## src/tpac_pkg.sv

```systemverilog
package tpac_pkg;

	// Register byte offsets
	localparam logic [7:0] REG_PWR_OFS  = 8'h00;
	localparam logic [7:0] REG_ATT_OFS  = 8'h04;
	localparam logic [7:0] REG_STAT_OFS = 8'h08;

	// Timing
	localparam int CLK_MHZ            = 100;
	localparam int SLEEP_PERIOD_US    = 100000;
	localparam int DEEP_PERIOD_US     = 1000000;
	localparam int SLOW_BASE_US       = 1000;
	localparam int PULSE_UNIT_NS      = 1000;
	localparam int SLEEP_CYCLES_DEF   = SLEEP_PERIOD_US * CLK_MHZ;
	localparam int DEEP_CYCLES_DEF    = DEEP_PERIOD_US * CLK_MHZ;
	localparam int SLOW_BASE_DEF      = SLOW_BASE_US * CLK_MHZ;
	localparam int PULSE_UNIT_CYCLES  = (PULSE_UNIT_NS * CLK_MHZ + 999) / 1000;
	localparam int GAP_W              = 27;
	localparam int PULSE_W            = 16;
	localparam logic [2:0] SLOW_MAX   = 3'h6;
	localparam logic [4:0] SETTLE_CNT = 5'h10;
	localparam int IDLE_SCALE_SH      = 4;

	// Reset values
	localparam logic [31:0] PWR_RST = 32'h0000_0000;
	localparam logic [31:0] ATT_RST = 32'h0000_0A0A;

	typedef enum logic [1:0] {
		PS_ACTIVE = 2'b00,
		PS_SLEEP  = 2'b01,
		PS_DEEP   = 2'b10,
		PS_FREEZE = 2'b11
	} tpac_pwr_e;

	typedef enum logic [1:0] {
		AM_PERIODIC = 2'b00,
		AM_MOVE     = 2'b01,
		AM_TOUCH    = 2'b10,
		AM_NONE     = 2'b11
	} tpac_att_e;

	typedef enum logic [1:0] {
		IS_IDLE = 2'b00,
		IS_ADDR = 2'b01,
		IS_DATA = 2'b10
	} tpac_i2c_e;

	typedef struct packed {
		logic [23:0] rsvd;
		logic [3:0]  idle_period;
		logic        rsvd3;
		logic        allow_sleep;
		tpac_pwr_e   power_mode;
	} tpac_pwr_s;

	typedef struct packed {
		logic [15:0] rsvd;
		logic [7:0]  pulse_width;
		logic [2:0]  rsvd2;
		logic        wake_on_attn;
		logic        en_attn;
		logic        attention_polarity;
		tpac_att_e   att_mode;
	} tpac_att_s;

endpackage

```

## src/tpac_sync.sv

```systemverilog
`timescale 1ns/1ps
module tpac_sync
	import tpac_pkg::*;
#(
	parameter logic RST_VAL = 1'b1
) (
	input  wire logic pclk,
	input  wire logic presetn,
	input  wire logic d,
	output logic      q
);

	logic s1;
	logic s2;
	logic s3;
	logic next_q;

	// Level is taken once the second and third stages agree
	always_comb begin
		next_q = q;
		if (s2 == s3) begin
			next_q = s3;
		end
	end

	always_ff @(posedge pclk or negedge presetn) begin
		if (!presetn) begin
			s1 <= RST_VAL;
			s2 <= RST_VAL;
			s3 <= RST_VAL;
			q  <= RST_VAL;
		end else begin
			s1 <= d;
			s2 <= s1;
			s3 <= s2;
			q  <= next_q;
		end
	end

endmodule

```

## src/tpac_ctrl.sv

```systemverilog
`timescale 1ns/1ps
module tpac_ctrl
	import tpac_pkg::*;
#(
	parameter int SLEEP_CYCLES = SLEEP_CYCLES_DEF,
	parameter int DEEP_CYCLES  = DEEP_CYCLES_DEF,
	parameter int SLOW_BASE    = SLOW_BASE_DEF
) (
	input  wire logic        pclk,
	input  wire logic        presetn,
	input  wire logic        psel,
	input  wire logic        penable,
	input  wire logic        pwrite,
	input  wire logic [7:0]  paddr,
	input  wire logic [31:0] pwdata,
	output logic [31:0]      prdata,
	output logic             pready,
	output logic             pslverr,
	input  wire logic        scl_in,
	input  wire logic        sda_in,
	input  wire logic        rst_pin_n,
	input  wire logic        attn_in,
	output logic             attn_out,
	output logic             attn_oe,
	output logic             scan_start,
	input  wire logic        scan_done,
	input  wire logic        scan_finger,
	input  wire logic        scan_moving,
	output logic             osc_run
);

	localparam logic [GAP_W-1:0] SLEEP_GAP = GAP_W'(SLEEP_CYCLES);
	localparam logic [GAP_W-1:0] DEEP_GAP  = GAP_W'(DEEP_CYCLES);
	localparam logic [GAP_W-1:0] SLOW_GAP  = GAP_W'(SLOW_BASE);

	tpac_pwr_s        pwr;
	tpac_att_s        att;
	tpac_pwr_s        next_pwr;
	tpac_att_s        next_att;
	logic [31:0]      next_prdata;
	logic             scan_busy;
	logic             next_scan_busy;
	logic             next_scan_start;
	logic [GAP_W-1:0] gap_cnt;
	logic [GAP_W-1:0] next_gap_cnt;
	logic [7:0]       idle_cnt;
	logic [7:0]       next_idle_cnt;
	logic [2:0]       slow_shift;
	logic [2:0]       next_slow_shift;
	logic [4:0]       settle;
	logic [4:0]       next_settle;
	logic             attn_ref;
	logic             next_attn_ref;
	logic             hold;
	logic             next_hold;
	logic             pend;
	logic             next_pend;
	logic             last_finger;
	logic             next_last_finger;
	logic [PULSE_W-1:0] pulse_cnt;
	logic [PULSE_W-1:0] next_pulse_cnt;
	logic             next_attn_out;
	logic             next_attn_oe;
	logic             scl_s;
	logic             sda_s;
	logic             rst_s;
	logic             attn_s;
	logic             scl_d;
	logic             sda_d;
	tpac_i2c_e        i2c_st;
	tpac_i2c_e        next_i2c_st;
	logic [3:0]       bit_cnt;
	logic [3:0]       next_bit_cnt;
	logic             rd_dir;
	logic             next_rd_dir;
	logic             read_done;
	logic             apb_wr;
	logic             wr_pwr;
	logic             att_act;
	logic             frozen;
	logic             wake;

	tpac_sync #(.RST_VAL(1'b1)) u_scl  (.pclk(pclk), .presetn(presetn), .d(scl_in),    .q(scl_s));
	tpac_sync #(.RST_VAL(1'b1)) u_sda  (.pclk(pclk), .presetn(presetn), .d(sda_in),    .q(sda_s));
	tpac_sync #(.RST_VAL(1'b1)) u_rst  (.pclk(pclk), .presetn(presetn), .d(rst_pin_n), .q(rst_s));
	tpac_sync #(.RST_VAL(1'b1)) u_attn (.pclk(pclk), .presetn(presetn), .d(attn_in),   .q(attn_s));

	////////////////////////////////////////////////////////////////////////////////
	// APB slave and power state
	assign pready  = 1'b1;
	assign apb_wr  = psel & penable & pwrite;
	assign wr_pwr  = apb_wr & (paddr == REG_PWR_OFS);
	assign pslverr = psel & penable & (paddr != REG_PWR_OFS) & (paddr != REG_ATT_OFS)
		& (paddr != REG_STAT_OFS);
	assign frozen  = (pwr.power_mode == PS_FREEZE);
	assign osc_run = ~frozen;
	assign att_act = hold | (pulse_cnt != '0);
	assign wake    = frozen & (~rst_s | (att.wake_on_attn & (settle == SETTLE_CNT)
		& (attn_s != attn_ref)));

	always_comb begin
		next_pwr        = pwr;
		next_att        = att;
		next_prdata     = prdata;
		next_scan_busy  = scan_busy;
		next_scan_start = 1'b0;
		next_gap_cnt    = gap_cnt;
		next_idle_cnt   = idle_cnt;
		next_slow_shift = slow_shift;
		next_settle     = settle;
		next_attn_ref   = attn_ref;
		if (gap_cnt != '0) begin
			next_gap_cnt = gap_cnt - 1'b1;
		end
		if (scan_done) begin
			next_scan_busy = 1'b0;
			case (pwr.power_mode)
				PS_SLEEP: begin
					next_gap_cnt = SLEEP_GAP;
					if (pwr.allow_sleep && scan_finger) begin
						next_pwr.power_mode = PS_ACTIVE;
						next_gap_cnt        = '0;
					end
				end
				PS_DEEP: begin
					next_gap_cnt = DEEP_GAP;
				end
				PS_ACTIVE: begin
					if (scan_finger) begin
						next_idle_cnt   = '0;
						next_slow_shift = '0;
					end else begin
						next_idle_cnt = idle_cnt + 1'b1;
						if (pwr.allow_sleep && ({4'h0, pwr.idle_period} << IDLE_SCALE_SH)
							<= idle_cnt) begin
							next_pwr.power_mode = PS_SLEEP;
							next_idle_cnt       = '0;
						end
						if (!pend && slow_shift != SLOW_MAX) begin
							next_slow_shift = slow_shift + 1'b1;
						end
					end
					next_gap_cnt = (next_slow_shift == '0) ? '0 :
						GAP_W'(SLOW_GAP << (next_slow_shift - 1'b1));
				end
				default: begin
					next_gap_cnt = '0;
				end
			endcase
		end
		if (!scan_busy && gap_cnt == '0) begin
			if ((pwr.power_mode == PS_ACTIVE && !att_act) ||
				pwr.power_mode == PS_SLEEP || pwr.power_mode == PS_DEEP) begin
				next_scan_start = 1'b1;
				next_scan_busy  = 1'b1;
			end
		end
		if (frozen) begin
			next_scan_busy = 1'b0;
			next_gap_cnt   = '0;
			if (settle != SETTLE_CNT) begin
				next_settle   = settle + 1'b1;
				next_attn_ref = attn_s;
			end
			if (wake) begin
				next_pwr.power_mode = PS_ACTIVE;
			end
		end else begin
			next_settle = '0;
		end
		if (apb_wr && paddr == REG_PWR_OFS) begin
			next_pwr             = tpac_pwr_s'(pwdata);
			next_pwr.rsvd        = '0;
			next_pwr.rsvd3       = 1'b0;
			next_gap_cnt         = '0;
			next_idle_cnt        = '0;
			next_slow_shift      = '0;
		end else if (apb_wr && paddr == REG_ATT_OFS) begin
			next_att       = tpac_att_s'(pwdata);
			next_att.rsvd  = '0;
			next_att.rsvd2 = '0;
		end
		if (psel && !penable) begin
			if (paddr == REG_PWR_OFS) begin
				next_prdata = pwr;
			end else if (paddr == REG_ATT_OFS) begin
				next_prdata = att;
			end else if (paddr == REG_STAT_OFS) begin
				next_prdata = {25'h0, slow_shift, pend, hold, att_act, scan_busy};
			end else begin
				next_prdata = 32'h0000_0000;
			end
		end
	end

	always_ff @(posedge pclk or negedge presetn) begin
		if (!presetn) begin
			pwr        <= PWR_RST;
			att        <= ATT_RST;
			prdata     <= 32'h0000_0000;
			scan_busy  <= 1'b0;
			scan_start <= 1'b0;
			gap_cnt    <= '0;
			idle_cnt   <= 8'h00;
			slow_shift <= 3'h0;
			settle     <= 5'h00;
			attn_ref   <= 1'b1;
		end else begin
			pwr        <= next_pwr;
			att        <= next_att;
			prdata     <= next_prdata;
			scan_busy  <= next_scan_busy;
			scan_start <= next_scan_start;
			gap_cnt    <= next_gap_cnt;
			idle_cnt   <= next_idle_cnt;
			slow_shift <= next_slow_shift;
			settle     <= next_settle;
			attn_ref   <= next_attn_ref;
		end
	end

	////////////////////////////////////////////////////////////////////////////////
	// Serial read completion watcher
	always_comb begin
		next_i2c_st  = i2c_st;
		next_bit_cnt = bit_cnt;
		next_rd_dir  = rd_dir;
		read_done    = 1'b0;
		if (scl_s && scl_d && sda_d && !sda_s) begin
			next_i2c_st  = IS_ADDR;
			next_bit_cnt = 4'h0;
		end else if (scl_s && scl_d && !sda_d && sda_s) begin
			read_done   = (i2c_st == IS_DATA) & rd_dir;
			next_i2c_st = IS_IDLE;
		end else if (scl_s && !scl_d && i2c_st == IS_ADDR) begin
			next_bit_cnt = bit_cnt + 1'b1;
			if (bit_cnt == 4'h7) begin
				next_rd_dir = sda_s;
				next_i2c_st = IS_DATA;
			end
		end
	end

	always_ff @(posedge pclk or negedge presetn) begin
		if (!presetn) begin
			i2c_st  <= IS_IDLE;
			bit_cnt <= 4'h0;
			rd_dir  <= 1'b0;
			scl_d   <= 1'b1;
			sda_d   <= 1'b1;
		end else begin
			i2c_st  <= next_i2c_st;
			bit_cnt <= next_bit_cnt;
			rd_dir  <= next_rd_dir;
			scl_d   <= scl_s;
			sda_d   <= sda_s;
		end
	end

	////////////////////////////////////////////////////////////////////////////////
	// Attention line
	always_comb begin
		next_hold        = hold;
		next_pend        = pend;
		next_last_finger = last_finger;
		next_pulse_cnt   = pulse_cnt;
		if (pulse_cnt != '0) begin
			next_pulse_cnt = pulse_cnt - 1'b1;
		end
		if (read_done) begin
			next_pend = 1'b0;
			if (!last_finger) begin
				next_hold = 1'b0;
			end
		end
		if (scan_done && att.en_attn && !frozen) begin
			next_last_finger = scan_finger;
			case (att.att_mode)
				AM_PERIODIC: begin
					next_pulse_cnt = PULSE_W'(({8'h00, att.pulse_width} + 16'h0001)
						* PULSE_UNIT_CYCLES);
				end
				AM_MOVE: begin
					if (scan_moving || pend) begin
						next_pulse_cnt = PULSE_W'(({8'h00, att.pulse_width} + 16'h0001)
							* PULSE_UNIT_CYCLES);
					end
					if (scan_moving) begin
						next_pend = 1'b1;
					end
				end
				AM_TOUCH: begin
					if (scan_finger) begin
						next_hold = 1'b1;
						next_pend = 1'b1;
					end
				end
				default: begin
					next_hold = 1'b0;
				end
			endcase
		end
		if (frozen || !att.en_attn) begin
			next_hold      = 1'b0;
			next_pulse_cnt = '0;
		end
		next_attn_oe  = ~frozen;
		next_attn_out = att.attention_polarity ? att_act : ~att_act;
	end

	always_ff @(posedge pclk or negedge presetn) begin
		if (!presetn) begin
			hold        <= 1'b0;
			pend        <= 1'b0;
			last_finger <= 1'b0;
			pulse_cnt   <= '0;
			attn_out    <= 1'b1;
			attn_oe     <= 1'b1;
		end else begin
			hold        <= next_hold;
			pend        <= next_pend;
			last_finger <= next_last_finger;
			pulse_cnt   <= next_pulse_cnt;
			attn_out    <= next_attn_out;
			attn_oe     <= next_attn_oe;
		end
	end

	////////////////////////////////////////////////////////////////////////////////
	// Checks
	deep_by_write_a: assert property (@(posedge pclk) disable iff (!presetn)
		(pwr.power_mode == PS_DEEP) && !$past(pwr.power_mode == PS_DEEP) |-> $past(wr_pwr))
		else $error("deep sleep entered without host write");
	freeze_quiet_a: assert property (@(posedge pclk) disable iff (!presetn)
		frozen ##1 frozen |-> !osc_run && !scan_start && !scan_busy)
		else $error("activity during freeze");
	rst_wake_a: assert property (@(posedge pclk) disable iff (!presetn)
		frozen && !rst_s && !wr_pwr |=> pwr.power_mode == PS_ACTIVE)
		else $error("reset pin did not wake");
	sleep_promote_a: assert property (@(posedge pclk) disable iff (!presetn)
		pwr.power_mode == PS_SLEEP && pwr.allow_sleep && scan_done && scan_finger && !wr_pwr
		|=> pwr.power_mode == PS_ACTIVE)
		else $error("no promotion on finger");
	periodic_pulse_a: assert property (@(posedge pclk) disable iff (!presetn)
		scan_done && att.en_attn && att.att_mode == AM_PERIODIC && !frozen && !apb_wr
		|=> att_act [*2])
		else $error("periodic pulse missing");
	touch_assert_a: assert property (@(posedge pclk) disable iff (!presetn)
		scan_done && scan_finger && att.en_attn && att.att_mode == AM_TOUCH && !frozen
		&& !apb_wr |=> hold ##1 (att.attention_polarity ? attn_out : !attn_out))
		else $error("touch did not assert attention");
	touch_hold_a: assert property (@(posedge pclk) disable iff (!presetn)
		hold && !read_done && !frozen && att.en_attn && !apb_wr |=> hold)
		else $error("attention dropped before service");
	active_idle_scan_a: assert property (@(posedge pclk) disable iff (!presetn)
		next_scan_start && pwr.power_mode == PS_ACTIVE |-> !att_act)
		else $error("active scan while attention pending");
	polarity_a: assert property (@(posedge pclk) disable iff (!presetn)
		!$past(apb_wr) |-> attn_out == ($past(att.attention_polarity) ? $past(att_act)
		: !$past(att_act)))
		else $error("attention level wrong");
	deep_rate_a: assert property (@(posedge pclk) disable iff (!presetn)
		scan_done && pwr.power_mode == PS_DEEP && !wr_pwr |=> gap_cnt == DEEP_GAP)
		else $error("deep sleep rate wrong");

	promote_c: cover property (@(posedge pclk) disable iff (!presetn)
		pwr.power_mode == PS_SLEEP ##1 pwr.power_mode == PS_ACTIVE);
	demote_c: cover property (@(posedge pclk) disable iff (!presetn)
		pwr.power_mode == PS_ACTIVE ##1 pwr.power_mode == PS_SLEEP);
	attn_wake_c: cover property (@(posedge pclk) disable iff (!presetn)
		frozen && rst_s ##1 pwr.power_mode == PS_ACTIVE);
	serviced_c: cover property (@(posedge pclk) disable iff (!presetn)
		read_done && hold ##1 !hold);

endmodule

```

## config.mk

```make
export PLATFORM = sky130hd
export DESIGN_NAME = tpac_ctrl
export DESIGN_NICKNAME = d
export VERILOG_FILES = /design/src/tpac_pkg.sv /design/src/tpac_sync.sv /design/src/tpac_ctrl.sv
export SDC_FILE = /design/constraint.sdc
export NUM_CORES = 1
export LEC_CHECK = 0
export ABC_AREA = 1
export BUFFER_PORTS_ARGS = -buffer_cell sky130_fd_sc_hd__buf_2
export CORE_ASPECT_RATIO = 1.75
export CORE_UTILIZATION = 40
export DETAILED_ROUTE_END_ITERATION = 8
export HOLD_SLACK_MARGIN = 0.12
export RECOVER_POWER = 50
export REMOVE_ABC_BUFFERS = 1
export SLEW_MARGIN = 20
export SYNTH_ARGS = -nofsm -noshare
export SYNTH_HDL_FRONTEND = slang
export SYNTH_SLANG_ARGS = --single-unit
```

## constraint.sdc

```tcl
create_clock -name pclk -period 3.1 [get_ports pclk]
set_input_delay 0.62 -clock pclk [delete_from_list [all_inputs] [get_ports pclk]]
set_output_delay 0.62 -clock pclk [all_outputs]
set_load 0.01 [all_outputs]
```

==> metrics.yaml <==
path_clk_slew_ns: 0.06
violations: "DRC, setup timing"
rows: 69
fin_nets: 1317
area_growth_pct: 20.9
clkSinkCount: 128
drc: 12
io_buffers: 56
vias: 7403
worst_r2r_path_depth: 17
final_common_cell: "nand2_1"
fmax_mhz: 307
die-area_mm2: 0.0216
synth_warnings: 0
die_h_um: 193
io_pins: 90
irDropWorstVdd_mv: 0.285
clkLatencyLatePin_ns: 0.43
core_mm2: 0.0205
avgRoutedWirePerCell_um: 15.1
viasPerCell: 5.06
grt_max_degree: 73
drt-initial-drc-count: 347
worst_pin_slew_ns: 1.07
htreeDepth: 4
hpwlAfterDp_mm: 17.0
synth_area_leader_cell: "dfrtp_1"
grt_antenna_before_repair: 0
syn_inst: 1090
cts_tree: "done"
r2r-end: "pulse_cnt[13]$_DFF_PN0_"
max_slew_margin_pct: 29.0
hold_path.class: "in2reg"
tns_ns: -0.656
syn-cell-area_mm2: 0.00838
clock-root-buffer: "clkbuf_16"
grt.overflow.total: 0
antenna_cells: 0
grt_pass1_wl_mm: 37.0
fin_crit_sh_pct: 105
worst_slack_ns: -0.163
finalPower_uw: 5150
power_leakage_uw: 0.00507
reg2reg_slack_ns: -0.16
avgSynthCellArea_um2: 7.69
grt_pass1_vias: 7699
setup_viol: 5
ys_ff_latch: 128
die_w_um: 111
clockBufferDepth: 2
critPathArrivalTime_ns: 3.59
critical_path_class: "reg2reg"
finalMaxSlewViolations: 0
fill_cells: 2023
rsz0062_at_grt: "true"
ant_nets: 0
dr.pass1.iters: 7
tritoncts.num_buffers: 17
fin_crit_ns: 3.26
grt_use_total_pct: 21.8
final_layout_size_suffix_gt1_share_pct: 21.1
yosys.cell_types.count: 50
critPathCapture: "pulse_cnt[13]$_DFF_PN0_"
seq_area_frac_synth_pct: 38.6
crit_start: "att[9]$_DFFE_PN1P_"
start_util_pct: 41.0
cp-end-kind: "flip-flop"
crit_fanout: 4
hold_viol_final: 0
dp_slack_ns: -0.400
synth_area_leaders: "dfrtp_1 (31%), nand2_1 (11%), ha_1 (8.7%), dfstp_2 (7.8%), nor2_1 (6.6%)"
worstPathRequired_ns: 3.42
mostFrequentLayoutCells: "nand2_1 (231), nor2_1 (147), inv_1 (138)"
cap_violations: 0
power.density_mw_per_mm2: 508
run_status: "finished with violations"
start_kind: "flip-flop"
place_congestion: 0.908
synth_top_area_share_pct: 30.8
routed_wl_mm: 22.1
finClkSkew_ns: 0.0103
worstReg2RegStart: "att[9]$_DFFE_PN1P_"
==> cell families after synthesis <==
group | Yosys count | synth area share [%]
flip-flops | 128 | 38.6
multiplexers | 4 | 0.537
AO/OA/AOI/OAI | 140 | 9.24
buffers and inverters | 179 | 9.12
XOR/XNOR | 28 | 2.93
AND/OR/NAND/NOR | 543 | 29.4
adder cells (fa/ha/maj) | 66 | 10.1
other | 2 | 0.0896
==> through the flow <==
stage / util [%] / cells / hold WS, ns / area, um2
finish: 49.5 / 1464 / 0.283 / 10100
global route: 49.5 / 1464 / 0.262 / 10100
CTS: 49.5 / 1464 / 0.270 / 10100
detailed placement: 45.0 / 1427 / 0.347 / 9200
global placement: 45.0 / 1427 / 0.346 / 9200
floorplan: - / 1075 / 0.324 / 8230
==> worst min-delay path by stage <==
| stage | from | endpoint | slack [ns] | depth (start not counted) |
|---|---|---|---|---|
| finish | attn_in | u_attn.s1$_DFF_PN1_ | 0.28 | 1 |
| floorplan | presetn | att[0]$_DFFE_PN0P_ | 0.32 | 0 |
| detailed placement | u_scl.s1$_DFF_PN1_ | u_scl.s2$_DFF_PN1_ | 0.35 | 0 |
| global route | rst_pin_n | u_rst.s1$_DFF_PN1_ | 0.26 | 1 |
| global placement | u_attn.s1$_DFF_PN1_ | u_attn.s2$_DFF_PN1_ | 0.35 | 0 |
| CTS | attn_in | u_attn.s1$_DFF_PN1_ | 0.27 | 1 |
==> per-layer routing <==
metal | GRT usage, % | wire, um | vias up | part of all wire [%]
met1 | 22.0 | 8200 | 3489 | 37
li1 | - | - | 3706 | -
met4 | 10.7 | 897 | 0 | 4.1
met2 | 42.1 | 12300 | 152 | 56
met3 | 3.88 | 677 | 56 | 3.1
met5 | 0 | 0 | - | 0
==> sequential cells by signal, summed over array words and instances, names as in the netlist, 2 cells and up <==
| register | flops |
|---|---|
| att | 13 |
| bit_cnt | 4 |
| gap_cnt | 27 |
| i2c_st | 2 |
| idle_cnt | 8 |
| prdata | 16 |
| pulse_cnt | 16 |
| pwr | 7 |
| settle | 5 |
| slow_shift | 3 |
==> synth_stat cells (all sizes together) <==
master / number
nand2: 250
nor2: 165
inv: 148
dfrtp: 103
nand3: 91
a21oi: 58
ha: 58
o21ai: 52
buf: 25
dfstp: 25
nand4: 21
xor2: 21
nor3: 8
o21bai: 7
o22ai: 7
xnor2: 7
clkbuf: 5
nand3b: 5
a31oi: 4
fa: 4
maj3: 4
mux2: 4
o211ai: 4
conb: 2
o21a: 2
a21boi: 1
a21o: 1
a32o: 1
and3: 1
clkinv: 1
nor4: 1
o31ai: 1
o32ai: 1
o41ai: 1
or2: 1
==> power breakdown <==
part	leakage, uW	total [uW]	switching, uW	internal (uW)
clock network	0.000273	1990	826	1160
logic	0.00325	1110	684	426
registers	0.00155	2050	178	1870
==> cell type report <==
type	instances	area, um2	share of cell area (%)
clock buffers	20	457	4.51
clock inverters	12	124	1.22
inverters	149	559	5.52
multi-input cells	798	4770	47.1
flip-flops and latches	128	3230	31.9
well taps	248	310	3.06
repair buffers	109	679	6.70
==> critical path, cell delays in order, from the launching register on <==
cell and delay [ns]:
dfstp_2 0.58, ha_4 0.17, nand3_4 0.11, xor2_2 0.20
ha_1 0.30, ha_1 0.27, inv_1 0.05, fa_1 0.51
inv_2 0.05, ha_4 0.30, a21oi_4 0.06, buf_4 0.13
nor2_1 0.13, nor2_2 0.07, nand2_1 0.07, nand2_1 0.05
nand3_1 0.06, nand2_1 0.05
==> timing repair <==
action                                  CTS  global route
endpoints found under the setup margin    8             8
hold buffers                              1             0
gates cloned                              0             0
resized for setup                        47            21
hold endpoints to repair                  6             0
pin swaps                                21             5
buffers inserted                          4             0
No activity file was read; power rests on OpenSTA's default activity.
